`src/design/lwbt_pkg.sv`:
```
package lwbt_pkg;

  // ---------------------------------------------------------------
  // Register map (byte addresses)
  // ---------------------------------------------------------------
  localparam logic [11:0] LWBT_WD_CTRL_OFS = 12'h000;
  localparam logic [11:0] LWBT_WD_LOAD_OFS = 12'h004;
  localparam logic [11:0] LWBT_WD_SERV_OFS = 12'h008;
  localparam logic [11:0] LWBT_WD_CNT_OFS = 12'h00c;
  localparam logic [11:0] LWBT_SWI_SET_OFS = 12'h010;
  localparam logic [11:0] LWBT_BT_CTRL_OFS = 12'h014;
  localparam logic [11:0] LWBT_IRQ_STAT_OFS = 12'h018;
  localparam logic [11:0] LWBT_IRQ_MASK_OFS = 12'h01c;

  // ---------------------------------------------------------------
  // Field positions and values
  // ---------------------------------------------------------------
  localparam int LWBT_WD_EN_BIT = 0;
  localparam int LWBT_WD_ACT_LSB = 1;
  localparam int LWBT_SWI_NUM = 8;
  localparam int LWBT_BT_EN_BIT = 0;
  localparam int LWBT_BT_SEL_LSB = 1;
  localparam int LWBT_STAT_BT_BIT = 8;
  localparam int LWBT_STAT_WD_BIT = 9;
  localparam int LWBT_STAT_W = 10;
  localparam logic [31:0] LWBT_WD_LOAD_RST = 32'h000f_4240;
  localparam logic [31:0] LWBT_SERV_KEY = 32'h0000_00a5;

  // Watchdog consequence selection
  localparam logic [1:0] LWBT_ACT_SYSRST = 2'h0;
  localparam logic [1:0] LWBT_ACT_LOCRST = 2'h1;
  localparam logic [1:0] LWBT_ACT_FAIL = 2'h2;

  // Bus timeout limit selection
  localparam logic [1:0] LWBT_SEL_8US = 2'h0;
  localparam logic [1:0] LWBT_SEL_64US = 2'h1;
  localparam logic [1:0] LWBT_SEL_256US = 2'h2;
  localparam logic [1:0] LWBT_SEL_INF = 2'h3;

  // ---------------------------------------------------------------
  // Timing
  // ---------------------------------------------------------------
  localparam int LWBT_CLK_MHZ = 200;
  localparam int LWBT_T8_US = 8;
  localparam int LWBT_T64_US = 64;
  localparam int LWBT_T256_US = 256;
  localparam int LWBT_T8_CYC = LWBT_T8_US * LWBT_CLK_MHZ;
  localparam int LWBT_T64_CYC = LWBT_T64_US * LWBT_CLK_MHZ;
  localparam int LWBT_T256_CYC = LWBT_T256_US * LWBT_CLK_MHZ;
  localparam int LWBT_US_CYC = LWBT_CLK_MHZ;

  // Local bus access tracking
  typedef struct packed {
    logic start;
    logic done;
    logic vme;
  } lwbt_acc_type;

  // Watchdog consequence outputs
  typedef struct packed {
    logic sys_reset;
    logic local_reset;
    logic board_fail;
  } lwbt_wdo_type;

endpackage

```
`src/design/lwbt_bus_timer.sv`:
```
`timescale 1ns/100ps
module lwbt_bus_timer
  import lwbt_pkg::*;
#(
  parameter int CNT_W = 17,
  parameter int T8_CYC = LWBT_T8_CYC,
  parameter int T64_CYC = LWBT_T64_CYC,
  parameter int T256_CYC = LWBT_T256_CYC
) (
  input wire logic core_clk_i,
  input wire logic rst_n_i,
  input wire logic enable_i,
  input wire logic [1:0] sel_i,
  input wire lwbt_acc_type acc_i,
  output logic timeout_o
);

  // ---------------------------------------------------------------
  // Access timer
  // ---------------------------------------------------------------
  typedef enum logic [1:0] {LWBT_IDLE, LWBT_RUN, LWBT_HOLD} lwbt_bt_state_type;

  lwbt_bt_state_type state_r, state_nxt;
  logic [CNT_W-1:0] cnt_r, cnt_nxt;
  logic timeout_r, timeout_nxt;
  logic [CNT_W-1:0] limit;
  logic expired;

  // Limit decode; infinity never expires
  always_comb begin
    limit = '0;
    unique case (sel_i)
      LWBT_SEL_8US: limit = CNT_W'(T8_CYC - 1);
      LWBT_SEL_64US: limit = CNT_W'(T64_CYC - 1);
      LWBT_SEL_256US: limit = CNT_W'(T256_CYC - 1);
      LWBT_SEL_INF: limit = '0;
    endcase
  end

  assign expired = (sel_i != LWBT_SEL_INF) && (cnt_r >= limit);

  // Next state; the error ack ends the access, so the timer holds off
  always_comb begin
    state_nxt = state_r;
    cnt_nxt = cnt_r;
    timeout_nxt = 1'b0;
    unique case (state_r)
      LWBT_IDLE: begin
        // VME bound cycles are timed elsewhere
        if (acc_i.start && enable_i && !acc_i.vme) begin
          state_nxt = LWBT_RUN;
          cnt_nxt = '0;
        end
      end
      LWBT_RUN: begin
        if (acc_i.done || !enable_i) begin
          state_nxt = LWBT_IDLE;
        end else if (expired) begin
          timeout_nxt = 1'b1;
          state_nxt = LWBT_HOLD;
        end else begin
          cnt_nxt = cnt_r + CNT_W'(1);
        end
      end
      LWBT_HOLD: begin
        if (acc_i.done) begin
          state_nxt = LWBT_IDLE;
        end
      end
      default: state_nxt = LWBT_IDLE;
    endcase
  end

  always_ff @(posedge core_clk_i or negedge rst_n_i) begin
    if (!rst_n_i) begin
      state_r <= LWBT_IDLE;
      cnt_r <= '0;
      timeout_r <= 1'b0;
    end else begin
      state_r <= state_nxt;
      cnt_r <= cnt_nxt;
      timeout_r <= timeout_nxt;
    end
  end

  assign timeout_o = timeout_r;

  // ---------------------------------------------------------------
  // Checks
  // ---------------------------------------------------------------
  property p_bt_no_vme;
    @(posedge core_clk_i) disable iff (!rst_n_i)
    (state_r == LWBT_IDLE && acc_i.start && acc_i.vme) |=> state_r == LWBT_IDLE;
  endproperty
  a_bt_no_vme: assert property (p_bt_no_vme) else $error("timer started on vme cycle");

  property p_bt_restart;
    @(posedge core_clk_i) disable iff (!rst_n_i)
    (state_r == LWBT_IDLE && acc_i.start && enable_i && !acc_i.vme) |=> cnt_r == '0;
  endproperty
  a_bt_restart: assert property (p_bt_restart) else $error("timer not cleared at access start");

  property p_bt_inf;
    @(posedge core_clk_i) disable iff (!rst_n_i)
    (sel_i == LWBT_SEL_INF) |=> !timeout_r;
  endproperty
  a_bt_inf: assert property (p_bt_inf) else $error("timeout with unlimited limit");

endmodule

```
`src/design/lwbt_top.sv`:
```
// Local design decisions: the APB register port and the register offsets.
`timescale 1ns/100ps
// Functional notes
// - Enabled watchdog must be serviced before its interval ends, else it times out.
// - Watchdog timeout asserts the selected system reset, local reset or board fail.
// - Eight software interrupt sources each raise a real hardware interrupt request.
// - Enabled bus timer signals transfer error ack when an access overruns the limit.
// - Bus limit selects 8, 64, 256 microseconds or never.
// - Bus timer stays idle during VME bound cycles.
module lwbt_top
  import lwbt_pkg::*;
#(
  parameter int T8_CYC = LWBT_T8_CYC,
  parameter int T64_CYC = LWBT_T64_CYC,
  parameter int T256_CYC = LWBT_T256_CYC,
  parameter int WD_TICK_CYC = LWBT_US_CYC
) (
  input wire logic core_clk_i,
  input wire logic rst_n_i,
  input wire logic psel_i,
  input wire logic penable_i,
  input wire logic pwrite_i,
  input wire logic [11:0] paddr_i,
  input wire logic [31:0] pwdata_i,
  output logic [31:0] prdata_o,
  output logic pready_o,
  output logic pslverr_o,
  input wire logic lb_start_i,
  input wire logic lb_done_i,
  input wire logic lb_vme_i,
  output logic transfer_error_ack_o,
  output logic sys_reset_o,
  output logic local_reset_o,
  output logic board_fail_o,
  output logic irq_o
);

  // ---------------------------------------------------------------
  // APB slave
  // ---------------------------------------------------------------
  logic wr_acc, rd_acc, hit;
  logic [31:0] rdata;
  logic [31:0] prdata_r, prdata_nxt;
  logic pready_r, pready_nxt;
  logic pslverr_r, pslverr_nxt;

  logic [2:0] wd_ctrl_r, wd_ctrl_nxt;
  logic [31:0] wd_load_r, wd_load_nxt;
  logic [31:0] wd_cnt_r, wd_cnt_nxt;
  logic [2:0] bt_ctrl_r, bt_ctrl_nxt;
  logic [LWBT_STAT_W-1:0] stat_r, stat_nxt;
  logic [LWBT_STAT_W-1:0] mask_r, mask_nxt;
  logic irq_r, irq_nxt;
  logic [15:0] tick_r, tick_nxt;
  lwbt_wdo_type wdo_r, wdo_nxt;
  logic wd_fire;
  logic bt_timeout;
  logic tea_r;
  lwbt_acc_type acc;

  // One cycle of wait state: decode in the first access cycle, pready in the second
  assign wr_acc = psel_i && penable_i && !pready_r && pwrite_i;
  assign rd_acc = psel_i && penable_i && !pready_r && !pwrite_i;

  // Read mux; unmapped addresses answer with pslverr
  always_comb begin
    rdata = 32'h0000_0000;
    hit = 1'b1;
    unique case (paddr_i)
      LWBT_WD_CTRL_OFS: rdata = {29'h0000_0000, wd_ctrl_r};
      LWBT_WD_LOAD_OFS: rdata = wd_load_r;
      LWBT_WD_SERV_OFS: rdata = 32'h0000_0000;
      LWBT_WD_CNT_OFS: rdata = wd_cnt_r;
      LWBT_SWI_SET_OFS: rdata = 32'h0000_0000;
      LWBT_BT_CTRL_OFS: rdata = {29'h0000_0000, bt_ctrl_r};
      LWBT_IRQ_STAT_OFS: rdata = {22'h00_0000, stat_r};
      LWBT_IRQ_MASK_OFS: rdata = {22'h00_0000, mask_r};
      default: hit = 1'b0;
    endcase
  end

  always_comb begin
    prdata_nxt = prdata_r;
    pready_nxt = 1'b0;
    pslverr_nxt = 1'b0;
    if (psel_i && penable_i && !pready_r) begin
      pready_nxt = 1'b1;
      pslverr_nxt = !hit;
      prdata_nxt = pwrite_i ? 32'h0000_0000 : rdata;
    end
  end

  always_ff @(posedge core_clk_i or negedge rst_n_i) begin
    if (!rst_n_i) begin
      prdata_r <= 32'h0000_0000;
      pready_r <= 1'b0;
      pslverr_r <= 1'b0;
    end else begin
      prdata_r <= prdata_nxt;
      pready_r <= pready_nxt;
      pslverr_r <= pslverr_nxt;
    end
  end

  // ---------------------------------------------------------------
  // Watchdog
  // ---------------------------------------------------------------
  // Counts in microsecond ticks so a 32-bit load reaches long intervals
  assign wd_fire = wd_ctrl_r[LWBT_WD_EN_BIT] && (wd_cnt_r == 32'h0000_0000) && (tick_r == 16'h0000);

  always_comb begin
    wd_ctrl_nxt = wd_ctrl_r;
    wd_load_nxt = wd_load_r;
    wd_cnt_nxt = wd_cnt_r;
    tick_nxt = tick_r;
    wdo_nxt = wdo_r;
    if (wr_acc && paddr_i == LWBT_WD_CTRL_OFS) begin
      wd_ctrl_nxt = pwdata_i[2:0];
      wd_cnt_nxt = wd_load_r;
    end
    if (wr_acc && paddr_i == LWBT_WD_LOAD_OFS) begin
      wd_load_nxt = pwdata_i;
    end
    if (!wd_ctrl_r[LWBT_WD_EN_BIT]) begin
      tick_nxt = 16'(WD_TICK_CYC - 1);
    end else if (tick_r != 16'h0000) begin
      tick_nxt = tick_r - 16'h0001;
    end else begin
      tick_nxt = 16'(WD_TICK_CYC - 1);
      if (wd_cnt_r != 32'h0000_0000) begin
        wd_cnt_nxt = wd_cnt_r - 32'h0000_0001;
      end
    end
    // Keyed service write reloads; a stray write cannot restart it
    if (wr_acc && paddr_i == LWBT_WD_SERV_OFS && pwdata_i == LWBT_SERV_KEY) begin
      wd_cnt_nxt = wd_load_r;
      tick_nxt = 16'(WD_TICK_CYC - 1);
    end else if (wd_fire) begin
      // Consequence latches until reset; software cannot unwind a reset
      unique case (wd_ctrl_r[LWBT_WD_ACT_LSB +: 2])
        LWBT_ACT_SYSRST: wdo_nxt.sys_reset = 1'b1;
        LWBT_ACT_LOCRST: wdo_nxt.local_reset = 1'b1;
        default: wdo_nxt.board_fail = 1'b1;
      endcase
      wd_cnt_nxt = wd_load_r;
    end
  end

  always_ff @(posedge core_clk_i or negedge rst_n_i) begin
    if (!rst_n_i) begin
      wd_ctrl_r <= 3'h0;
      wd_load_r <= LWBT_WD_LOAD_RST;
      wd_cnt_r <= LWBT_WD_LOAD_RST;
      tick_r <= 16'h0000;
      wdo_r <= '0;
    end else begin
      wd_ctrl_r <= wd_ctrl_nxt;
      wd_load_r <= wd_load_nxt;
      wd_cnt_r <= wd_cnt_nxt;
      tick_r <= tick_nxt;
      wdo_r <= wdo_nxt;
    end
  end

  assign sys_reset_o = wdo_r.sys_reset;
  assign local_reset_o = wdo_r.local_reset;
  assign board_fail_o = wdo_r.board_fail;

  // ---------------------------------------------------------------
  // Local bus timer
  // ---------------------------------------------------------------
  assign acc = '{start: lb_start_i, done: lb_done_i, vme: lb_vme_i};

  always_comb begin
    bt_ctrl_nxt = bt_ctrl_r;
    if (wr_acc && paddr_i == LWBT_BT_CTRL_OFS) begin
      bt_ctrl_nxt = pwdata_i[2:0];
    end
  end

  always_ff @(posedge core_clk_i or negedge rst_n_i) begin
    if (!rst_n_i) begin
      bt_ctrl_r <= 3'h0;
    end else begin
      bt_ctrl_r <= bt_ctrl_nxt;
    end
  end

  lwbt_bus_timer #(
    .T8_CYC(T8_CYC),
    .T64_CYC(T64_CYC),
    .T256_CYC(T256_CYC)
  ) u_bus_timer (
    .core_clk_i(core_clk_i),
    .rst_n_i(rst_n_i),
    .enable_i(bt_ctrl_r[LWBT_BT_EN_BIT]),
    .sel_i(bt_ctrl_r[LWBT_BT_SEL_LSB +: 2]),
    .acc_i(acc),
    .timeout_o(bt_timeout)
  );

  assign tea_r = bt_timeout;
  assign transfer_error_ack_o = tea_r;

  // ---------------------------------------------------------------
  // Interrupt status and mask
  // ---------------------------------------------------------------
  // Read clears, but an event in the same cycle survives the clear
  always_comb begin
    stat_nxt = stat_r;
    mask_nxt = mask_r;
    if (rd_acc && paddr_i == LWBT_IRQ_STAT_OFS) begin
      stat_nxt = '0;
    end
    if (wr_acc && paddr_i == LWBT_IRQ_MASK_OFS) begin
      mask_nxt = pwdata_i[LWBT_STAT_W-1:0];
    end
    if (wr_acc && paddr_i == LWBT_SWI_SET_OFS) begin
      stat_nxt[LWBT_SWI_NUM-1:0] = stat_nxt[LWBT_SWI_NUM-1:0] | pwdata_i[LWBT_SWI_NUM-1:0];
    end
    if (bt_timeout) begin
      stat_nxt[LWBT_STAT_BT_BIT] = 1'b1;
    end
    if (wd_fire) begin
      stat_nxt[LWBT_STAT_WD_BIT] = 1'b1;
    end
    irq_nxt = |(stat_nxt & mask_nxt);
  end

  always_ff @(posedge core_clk_i or negedge rst_n_i) begin
    if (!rst_n_i) begin
      stat_r <= '0;
      mask_r <= '0;
      irq_r <= 1'b0;
    end else begin
      stat_r <= stat_nxt;
      mask_r <= mask_nxt;
      irq_r <= irq_nxt;
    end
  end

  assign irq_o = irq_r;
  assign prdata_o = prdata_r;
  assign pready_o = pready_r;
  assign pslverr_o = pslverr_r;

  // ---------------------------------------------------------------
  // Checks
  // ---------------------------------------------------------------
  property p_wd_serv;
    @(posedge core_clk_i) disable iff (!rst_n_i)
    (wr_acc && paddr_i == LWBT_WD_SERV_OFS && pwdata_i == LWBT_SERV_KEY) |=> wd_cnt_r == wd_load_r;
  endproperty
  a_wd_serv: assert property (p_wd_serv) else $error("service did not reload watchdog");

  property p_wd_act;
    @(posedge core_clk_i) disable iff (!rst_n_i)
    (wd_fire && !wr_acc && wd_ctrl_r[LWBT_WD_ACT_LSB +: 2] == LWBT_ACT_LOCRST) |=> local_reset_o;
  endproperty
  a_wd_act: assert property (p_wd_act) else $error("local reset not raised on timeout");

  property p_swi;
    @(posedge core_clk_i) disable iff (!rst_n_i)
    (wr_acc && paddr_i == LWBT_SWI_SET_OFS && |(pwdata_i[LWBT_SWI_NUM-1:0] & mask_r[LWBT_SWI_NUM-1:0])
      && !(wr_acc && paddr_i == LWBT_IRQ_MASK_OFS)) |=> irq_o;
  endproperty
  a_swi: assert property (p_swi) else $error("software interrupt not raised");

  property p_tea_once;
    @(posedge core_clk_i) disable iff (!rst_n_i)
    transfer_error_ack_o |=> !transfer_error_ack_o;
  endproperty
  a_tea_once: assert property (p_tea_once) else $error("error ack longer than one cycle");

  // The status set wins over a read clear in the same cycle, so the bit always follows the ack
  property p_tea_stat;
    @(posedge core_clk_i) disable iff (!rst_n_i)
    transfer_error_ack_o |=> stat_r[LWBT_STAT_BT_BIT];
  endproperty
  a_tea_stat: assert property (p_tea_stat) else $error("bus timeout status not set");

endmodule

```
`config.mk`:
```
export PLATFORM = sky130hd
export DESIGN_NAME = lwbt_top
export DESIGN_NICKNAME = d
export VERILOG_FILES = /design/src/design/lwbt_pkg.sv /design/src/design/lwbt_bus_timer.sv /design/src/design/lwbt_top.sv
export SDC_FILE = /design/constraint.sdc
export NUM_CORES = 1
export LEC_CHECK = 0
export BUFFER_PORTS_ARGS = -buffer_cell sky130_fd_sc_hd__clkbuf_2
export CORE_UTILIZATION = 40
export DETAILED_ROUTE_END_ITERATION = 6
export GPL_ROUTABILITY_DRIVEN = 0
export GPL_TIMING_DRIVEN = 0
export MAX_ROUTING_LAYER = met4
export PLACE_DENSITY = 0.69
export SLEW_MARGIN = 20
export SYNTH_ARGS = -nofsm -noshare
export SYNTH_HDL_FRONTEND = slang
export SYNTH_HIERARCHICAL = 1
export SYNTH_SLANG_ARGS = --single-unit
```
`constraint.sdc`:
```
create_clock -name core_clk_i -period 7.3 [get_ports core_clk_i]
set_input_delay 0 -clock core_clk_i [delete_from_list [all_inputs] [get_ports core_clk_i]]
set_output_delay 0 -clock core_clk_i [all_outputs]
set_load 0.1 [all_outputs]
```
## Yosys cells after proc, flatten, opt, wreduce, memory -nomap -nowiden

Index checks and enable logic that the tools add are counted.

| storage, ports and cells | value |
|---|---|
| flip-flop bits (word level) | 164 |
| word-level logic and storage cells | 117 |

| cells by class | value |
|---|---|
| add/sub/neg operators | 3 |
| $lt $le $gt $ge | 1 |
| eq/ne operators | 20 |
| mux-type cells | 32 |
| bitwise operators | 4 |
| reduce and logical (&&, ||, !) cells | 40 |

Operators with widths:

| operator | number |
|---|---|
| 2-to-1 mux 32 bit | 7 |
| case mux 32 bit (6 select lines) | 1 |
| case mux 17 bit (4 select lines) | 1 |
| 2-to-1 mux 17 bit | 3 |
| == test 12 x 5 -> 1 bit (second input constant) | 4 |
| 2-to-1 mux 16 bit | 3 |
| case mux 17 bit (2 select lines) | 1 |
| == test 32 x 8 -> 1 bit (second input constant) | 1 |
| zero test 32 bit | 1 |
| nonzero test 32 bit | 1 |
| subtractor 32 x 1 -> 32 bit (second input constant) | 1 |
| == test 12 x 4 -> 1 bit (second input constant) | 2 |
| 2-to-1 mux 10 bit | 2 |
| adder 17 x 1 -> 17 bit (second input constant) | 1 |
| >= comparator 17 bit | 1 |
| logical AND 1 bit | 17 |
| zero test 16 bit | 1 |
| nonzero test 16 bit | 1 |
| subtractor 16 x 1 -> 16 bit (second input constant) | 1 |
| == test 12 x 3 -> 1 bit (second input constant) | 1 |
| zero test 12 bit | 1 |
| AND reduction 3 bit | 4 |
| bitwise AND 10 bit | 1 |
| OR reduction 10 bit | 1 |
| 18 further kinds | 42 |

## Logic depth before layout (Yosys ltp)

Gate-level depths: netlist of the first run.

| logic depth | value |
|---|---|
| depth in word-level cells | 10 |
| gate-level depth with buffers | 11 |
| gate-level depth less buffers | 10 |

## Hierarchy

Netlist of the first run, hierarchy kept.

Modules (own cells, without submodules):

| module | instances | cells each | area each (µm²) | sequential area each (µm²) |
|---|---|---|---|---|
| lwbt_top | 1 | 769 | 7480.9 | 3621.0 |
| lwbt_bus_timer | 1 | 169 | 1505.2 | 500.5 |

## Least setup slack after synthesis of the first run

Ideal clock, no wire load.

| timing path | value |
|---|---|
| path type | register -> register |
| start | register pready_r, in the netlist pready_o |
| end | register wd_cnt_r[10] |
| data arrival time | 2.635 ns |
| required time | 7.174 ns |
| slack | 4.539 ns |
| stages on the path, launching flop included | 7 |
| buffers on the path | 0 |
| clock period less this slack | 2.761 ns |
| cell sequence | dfrtp_1 -> nand4b_1 -> or4_1 -> nor4_1 -> a2111oi_1 -> and3_1 -> a221o_1 |

| between the ends | value |
|---|---|
| cells in the longest elaborated chain, start to end | 10 |
| elaborated cells on any way between the ends | 12 |

RTL lines:

| what | RTL line | text |
|---|---|---|
| from (decl) | lwbt_top.sv:44 | `logic pready_r, pready_nxt;` |
| from (signal assigned) | lwbt_top.sv:100 | `pready_r <= pready_nxt;` |
| zero test 1 bit * | lwbt_top.sv:62 | `assign wr_acc = psel_i && penable_i && !pready_r && pwrite_i;` |
| logical AND 1 bit * (2 in a row) | lwbt_top.sv:62 |  |
| logical AND 1 bit | lwbt_top.sv:117 | `if (wr_acc && paddr_i == LWBT_WD_CTRL_OFS) begin` |
| 2-to-1 mux 32 bit | lwbt_top.sv:117 |  |
| 2-to-1 mux 32 bit | lwbt_top.sv:130 | `if (wd_cnt_r != 32'h0000_0000) begin` |
| 2-to-1 mux 32 bit | lwbt_top.sv:126 | `end else if (tick_r != 16'h0000) begin` |
| 2-to-1 mux 32 bit | lwbt_top.sv:124 | `if (!wd_ctrl_r[LWBT_WD_EN_BIT]) begin` |
| 2-to-1 mux 32 bit | lwbt_top.sv:138 | `end else if (wd_fire) begin` |
| 2-to-1 mux 32 bit * | lwbt_top.sv:135 | `if (wr_acc && paddr_i == LWBT_WD_SERV_OFS && pwdata_i == LWBT_SERV_KEY) begin` |
| named net wd_cnt_nxt[10] | lwbt_top.sv:49 | `logic [31:0] wd_cnt_r, wd_cnt_nxt;` |
| to (signal assigned) | lwbt_top.sv:159 | `wd_cnt_r <= wd_cnt_nxt;` |
| to (decl) | lwbt_top.sv:49 |  |

Mark *: on every way through the listed nets, which the timed path passes. The rest lies on a longest branch.
A chain may end at the register's enable or synchronous reset.

## Worst setup path after layout of the first run

| timing path | value |
|---|---|
| start | register wd_cnt_r[9] |
| end | register wd_cnt_r[31] |

| between the ends | value |
|---|---|
| cells in the longest elaborated chain, start to end | 6 |
| elaborated cells on any way between the ends | 10 |

RTL lines:

| what | RTL line |
|---|---|
| subtractor 32 x 1 -> 32 bit / nonzero test 32 bit (equally long branches) | lwbt_top.sv:131, lwbt_top.sv:130 |
| 2-to-1 mux 32 bit | lwbt_top.sv:130 |
| 2-to-1 mux 32 bit | lwbt_top.sv:126 |
| 2-to-1 mux 32 bit | lwbt_top.sv:124 |
| 2-to-1 mux 32 bit * | lwbt_top.sv:138 |
| 2-to-1 mux 32 bit * | lwbt_top.sv:135 |
| named net wd_cnt_nxt[31] | lwbt_top.sv:49 |

Marks and branches as above.

==> results of run 1 <==
## report_power, final
part	leakage [nW]	switching, mW	internal (mW)	total [mW]
clock network	0.290	0.374	0.558	0.931
logic	2.17	0.0504	0.0298	0.0802
registers	2.15	0.00116	0.910	0.912
total	4.61	0.425	1.50	1.92
## area by class of cell
cell class                      instances  area (um2)
Timing Repair Buffer                  125       829.5
Sequential cell                       164        4121
Antenna cell                            1       2.502
Multi-Input combinational cell        709        4593
Fill cell                            2023       11170
Clock buffer                           21       460.4
Tap cell                              280       350.3
Clock inverter                         11       148.9
Inverter                               19       71.32
Buffer                                 46       212.7
## critical path, cell delays in order (launching register included)
cell and delay [ns]:
dfstp_2 0.63, nor4_1 0.12, nand4_1 0.22, clkbuf_1 0.44, nor3_1 0.13, a31oi_1 0.63, a21boi_0 0.91, o22a_1 0.24
## repair_timing
item / CTS / global route
gates resized for setup: 0 / 0
hold buffers: 34 / 0
hold endpoints to repair: 127 / 0
## cells in the mapped netlist (all sizes together), types with 4 or more instances
master / number
nand2: 115
a31oi: 26
a21o: 15
xor2: 7
a22o: 11
o31ai: 5
nand3: 21
dfstp: 14
dfrtp: 150
o21ai: 63
or3: 16
ha: 20
o211ai: 5
nor4b: 9
nor3b: 5
clkbuf: 35
a211oi: 4
a21oi: 49
mux2: 41
xnor2: 10
buf: 11
and3: 13
nand4: 14
nand2b: 6
nor4: 24
mux2i: 10
nor3: 41
nor2: 67
a41oi: 9
inv: 19
a222oi: 9
or4: 13
or2: 4
a22oi: 26
## state kept, by name (all words and copies together), names as in the netlist
| name | cells |
|---|---|
| pready_o | 1 |
| sys_reset_o | 1 |
| u_bus_timer/timeout_o | 1 |
| mask_r | 10 |
| tick_r | 16 |
| pslverr_o | 1 |
| wd_load_r | 32 |
| u_bus_timer/state_r | 2 |
| stat_r | 10 |
| u_bus_timer/cnt_r | 17 |
| local_reset_o | 1 |
| wd_ctrl_r | 3 |
| wd_cnt_r | 32 |
| irq_o | 1 |
| board_fail_o | 1 |
| bt_ctrl_r | 3 |
| prdata_o | 32 |
## stage by stage
stage	instance area (um2)	hold slack [ns]	worst slack, ns
final	10790	0.03588	3.913
after floorplan	8986	-0.2956	4.539
after CTS	10780	0.006740	4.139
after global placement	9782	0.2494	3.216
after detailed placement	9832	0.05866	4.156
after global routing	10790	0.05722	3.777
## routing by layer
metal  vias to the layer above  part of all wire (%)
met2                       362                    44
met4                         0                   3.1
met5                         -                     0
li1                       3833                     -
met3                        63                   7.8
met1                      3969                    45
## cell families (layout without fill, tap and decap cells)
family / Yosys count / count (layout) / share of synthesized area, %
AND/OR/NAND/NOR: 367 / 367 / 20.96
multiplexers: 51 / 51 / 6.252
buffers and inverters: 65 / 222 / 3.161
AO/OA/AOI/OAI: 254 / 254 / 19.33
XOR/XNOR: 17 / 17 / 1.657
flip-flops: 164 / 164 / 45.86
adder cells (fa/ha/maj): 20 / 20 / 2.785
other: 0 / 1 / 0
## final timing paths
path | from | to | slack, ns | cells after the start
max | wd_cnt_r[9] | wd_cnt_r[31] | 3.91 | 7
min | paddr_i[1] | pslverr_o | 0.04 | 3
max reg2reg | wd_cnt_r[9] | wd_cnt_r[31] | 3.91 | 7
min reg2reg | local_reset_o | local_reset_o | 0.46 | 1
max in group asynchronous | rst_n_i | wd_cnt_r[14] | 6.26 | 3
min in group asynchronous | rst_n_i | u_bus_timer/cnt_r[1] | 0.13 | 2
==> impl_metrics.py, run 1 <==
metrics = {
    "pwr": {
        "vdd_drop_max_mv": 0.1597,
        "p_total_mw": 1.923,
        "cellLeakagePower_nw": 4.609,
        "powerDensity_nw_per_um2": 178.2,
    },
    "worst_hold_path": {
        "hp-class": "primary input to flop",
    },
    "global_routing": {
        "grt_first_pass_wirelength_um": 43010,
        "busiest_layer": "met2",
        "first_global_vias": 7907,
        "antenna_found_initial": 1,
        "grtUsageMet1_pct": 33.05,
        "grtUsageMet2_pct": 35.89,
        "grt.met3_usage_pct": 5.048,
        "grt_max_degree": 91,
        "track_usage_pct": 24.39,
        "grt_overflow": 0,
    },
    "final_layout": {
        "post-route-util_pct": 49.14,
        "drive_above_1_share_pct": 18.81,
        "syn2layout_area_growth_pct": 20.08,
        "final_cell_mix": "150 x dfrtp_1, 115 x nand2_1, 88 x clkbuf_2",
        "nets": 1154,
        "final_cells": 1376,
        "layout_commonest_cell": "dfrtp_1",
    },
    "critical_path": {
        "crit_type": "flop to flop",
        "crit_required_ns": 7.67,
        "critical_path_arrival_ns": 3.75,
        "crit_path_end_kind": "flop",
        "worstPathMaxFanout": 10,
        "worstSetupStartpointType": "flop",
    },
    "cts": {
        "post_cts_buffers": 0,
        "cts-buffers-inserted": 17,
        "clock_sinks": 164,
        "cts_root_buf": "clkbuf_16",
        "h-tree-depth": 4,
        "clock_latency_ns": 0.43,
        "clk_pin_slew_ns": 0.07,
        "clockBufferDepth": 2,
        "cts_tree": "done",
    },
    "synth": {
        "synth_top_area_share_pct": 41.77,
        "synthesis.area_um2": 8986,
        "netlist.top_cell.by_area": "dfrtp_1",
        "ys_async_sr_fraction_pct": 100.0,
        "syn_nets": 1010,
        "synth_enable_flop_cells": 0,
        "yosysSeqAreaShare_pct": 45.86,
        "synthFlopType": "dfrtp_1",
        "synth_cell_types": 77,
        "yosysWarnings": 6,
        "synth-seq-cells": 164,
        "syn_inst": 938,
        "synth_area_leaders": "dfrtp_1 42%, mux2_2 4.9%, nand2_1 4.8%",
        "syn_area_per_cell_um2": 9.580,
    },
    "die": {
        "initial_core_util_pct": 40.92,
        "core_um2": 21960,
        "rows": 54,
        "die-area_um2": 23070,
        "ioPinCount": 91,
        "die_h_um": 151.9,
        "die_w_um": 151.9,
    },
    "placed_design": {
        "dp.final_hpwl_um": 19270,
        "io_buffers": 89,
        "dpl.cell_count": 1309,
    },
    "routing": {
        "num_vias": 8227,
        "wire_per_inst_um": 19.49,
        "dr.pass1.iters": 7,
        "route.detailed.drc": 12,
        "vias_per_cell": 5.979,
        "routed_wl_um": 26820,
        "drtIter0Drc": 886,
        "final_antenna_net_count": 0,
    },
    "run": {
        "cap_violations": 0,
    },
    "sta": {
        "fmax_mhz": 295.3,
        "relSlewSlack_pct": 26.00,
        "final_min_period_over_clock_period_pct": 46.40,
        "tns_ns": 0,
        "setup_viol": 0,
        "finClkSkew_ns": 0.009557,
        "rsz0062_at_grt": "no",
        "fin_crit_ns": 3.387,
        "tightest_slew_ns": 1.100,
        "hold_viol": 0,
        "report.final.slew_viol_count": 0,
    },
    "run_status": {
        "violations": "DRC",
        "status": "complete, but fails checks",
    },
}
Note: power is estimated with default switching activity, not from simulation.
==> run 2: changes to the inputs <==
--- a/config.mk
+++ b/config.mk
@@ -11,7 +11,7 @@
 export GPL_ROUTABILITY_DRIVEN = 0
 export GPL_TIMING_DRIVEN = 0
 export MAX_ROUTING_LAYER = met4
-export PLACE_DENSITY = 0.69
+export PLACE_DENSITY = 0.71
 export SLEW_MARGIN = 20
 export SYNTH_ARGS = -nofsm -noshare
 export SYNTH_HDL_FRONTEND = slang
==> constraint.sdc (replaced) <==
create_clock -name core_clk_i -period 2.7 [get_ports core_clk_i]
set_input_delay 0 -clock core_clk_i [delete_from_list [all_inputs] [get_ports core_clk_i]]
set_output_delay 0 -clock core_clk_i [all_outputs]
set_load 0.1 [all_outputs]
==> run 2 against run 1 <==
Effect of this change:
- the flow finishes with violations (DRC, setup timing)
- die area unchanged
- cell area up 6.2%
- count of clock-buffer cells in the layout down 2
- total power rose to 2.7 times the previous value
- first-iteration DRC count up 46%
- critical endpoint unchanged
- largest cell class unchanged
==> impl_metrics.py, run 2 (synthesized netlist as in run 1, its figures left out) <==
metrics = {
    "die": {
        "initial_core_util_pct": 40.92,
        "ioPinCount": 91,
        "core_um2": 21960,
        "die_w_um": 151.9,
        "die-area_um2": 23070,
        "die_h_um": 151.9,
        "rows": 54,
    },
    "sta": {
        "relSlewSlack_pct": 42.28,
        "tightest_slew_ns": 0.8620,
        "fin_crit_ns": 2.876,
        "rsz0062_at_grt": "yes",
        "holdWs_ns": 0.006499,
        "setup_viol": 36,
        "fmax_mhz": 347.7,
        "worst_slack_ns": -0.1757,
        "final_min_period_over_clock_period_pct": 106.5,
        "hold_viol": 0,
        "tns_ns": -2.531,
        "report.final.slew_viol_count": 0,
        "finClkSkew_ns": 0.01152,
    },
    "final_layout": {
        "final_area_um2": 11460,
        "final_cell_mix": "148 x dfrtp_1, 114 x nand2_1, 90 x clkbuf_2",
        "layout_commonest_cell": "dfrtp_1",
        "post-route-util_pct": 52.21,
        "drive_above_1_share_pct": 25.76,
        "syn2layout_area_growth_pct": 27.57,
        "n_fill_cell": 1881,
        "final_cells": 1404,
        "nets": 1181,
    },
    "global_routing": {
        "grt_max_degree": 90,
        "first_global_vias": 8035,
        "antenna_found_initial": 2,
        "grt_first_pass_wirelength_um": 44030,
        "track_usage_pct": 24.94,
        "grt_overflow": 0,
    },
    "critical_path": {
        "path_cells": "inv_2 -> ha_4 -> or3b_4 -> or4_4 -> or3_4 -> a21oi_4 -> a221oi_2 -> o22a_1",
        "worstPathMaxFanout": 5,
        "worstSetupStartpointType": "flop",
        "max_stage_delay_ns": 0.62,
        "crit_required_ns": 3.03,
        "crit_path_end_kind": "flop",
        "crit_path_top_delay_cell": "or4_4",
        "crit_type": "flop to flop",
        "critical_path_arrival_ns": 3.20,
    },
    "cts": {
        "clock_latency_ns": 0.44,
        "cts_root_buf": "clkbuf_16",
        "clk_pin_slew_ns": 0.07,
        "cts_tree": "done",
        "h-tree-depth": 4,
        "cts-buffers-inserted": 17,
        "clock_sinks": 164,
        "clockBufferDepth": 2,
    },
    "placed_design": {
        "dp.final_hpwl_um": 19370,
        "place_area_um2": 9831,
        "dpl.cell_count": 1309,
        "detailedPlace.worstSlack_ns": -0.4415,
        "io_buffers": 89,
    },
    "routing": {
        "vias_per_cell": 6.239,
        "final_antenna_net_count": 0,
        "routed_wl_um": 29200,
        "drtIter0Drc": 1291,
        "num_vias": 8759,
        "wire_per_inst_um": 20.80,
        "route.detailed.drc": 14,
        "dr.pass1.iters": 7,
    },
    "worst_hold_path": {
        "hp-class": "primary input to flop",
    },
    "run_status": {
        "violations": "DRC, setup timing",
        "status": "complete, but fails checks",
    },
    "pwr": {
        "powerDensity_nw_per_um2": 459.3,
        "p_total_mw": 5.265,
        "vdd_drop_max_mv": 0.3896,
        "cellLeakagePower_nw": 4.961,
    },
    "run": {
        "cap_violations": 0,
    },
}
run 2: worst paths after layout:
path,startpoint,endpoint,slack [ns],cells past startpoint
worst max-delay path,wd_cnt_r[1],wd_cnt_r[31],-0.18,8
worst min-delay path,paddr_i[1],pslverr_o,0.006,3
worst max register to register,wd_cnt_r[1],wd_cnt_r[31],-0.18,8
worst min register to register,sys_reset_o,sys_reset_o,0.47,2
max in group asynchronous,rst_n_i,bt_ctrl_r[1],1.67,3
min in group asynchronous,rst_n_i,wd_load_r[25],0.17,2
run 2: area by class of cell:
cell class	count	area, um2	area share, %
flip-flops and latches	164	4124	35.97
multi-input cells	710	4935	43.05
repair buffers	155	1122	9.790
clock inverters	13	171.4	1.495
diodes	2	5.005	0.04366
plain buffers	42	241.5	2.107
inverters	19	71.32	0.6221
clock buffers	19	442.9	3.864
well taps	280	350.3	3.056
run 2: critical path, delay by kind of cell, from the launching register on:
kind,cells,cell delay (ns)
compound gates,3,0.65
fa+ha+maj,1,0.15
buf+inv,1,0.09
flops,1,0.40
simple gates,3,1.49
run 2: repair_timing:
action                                 CTS  global route
gates cloned                             2             2
setup buffers                           13            14
endpoints found under the hold margin  135             0
pin swaps                               12            17
setup endpoints to repair               63            46
gates resized for setup                 44            50
hold buffers                            34             0
run 2: metal layers:
metal	vias up	wire length, um	track usage (%)
li1	3899	-	-
met1	4190	12030	33.61
met2	558	12890	36.57
met3	112	3055	5.362
met4	0	1221	9.815
met5	-	0	-
run 2: report_power, final:
part           internal, mW  switching (mW)
Combinational        0.0838           0.139
Sequential             2.46         0.00300
Clock                  1.50            1.08
Total                  4.04            1.23
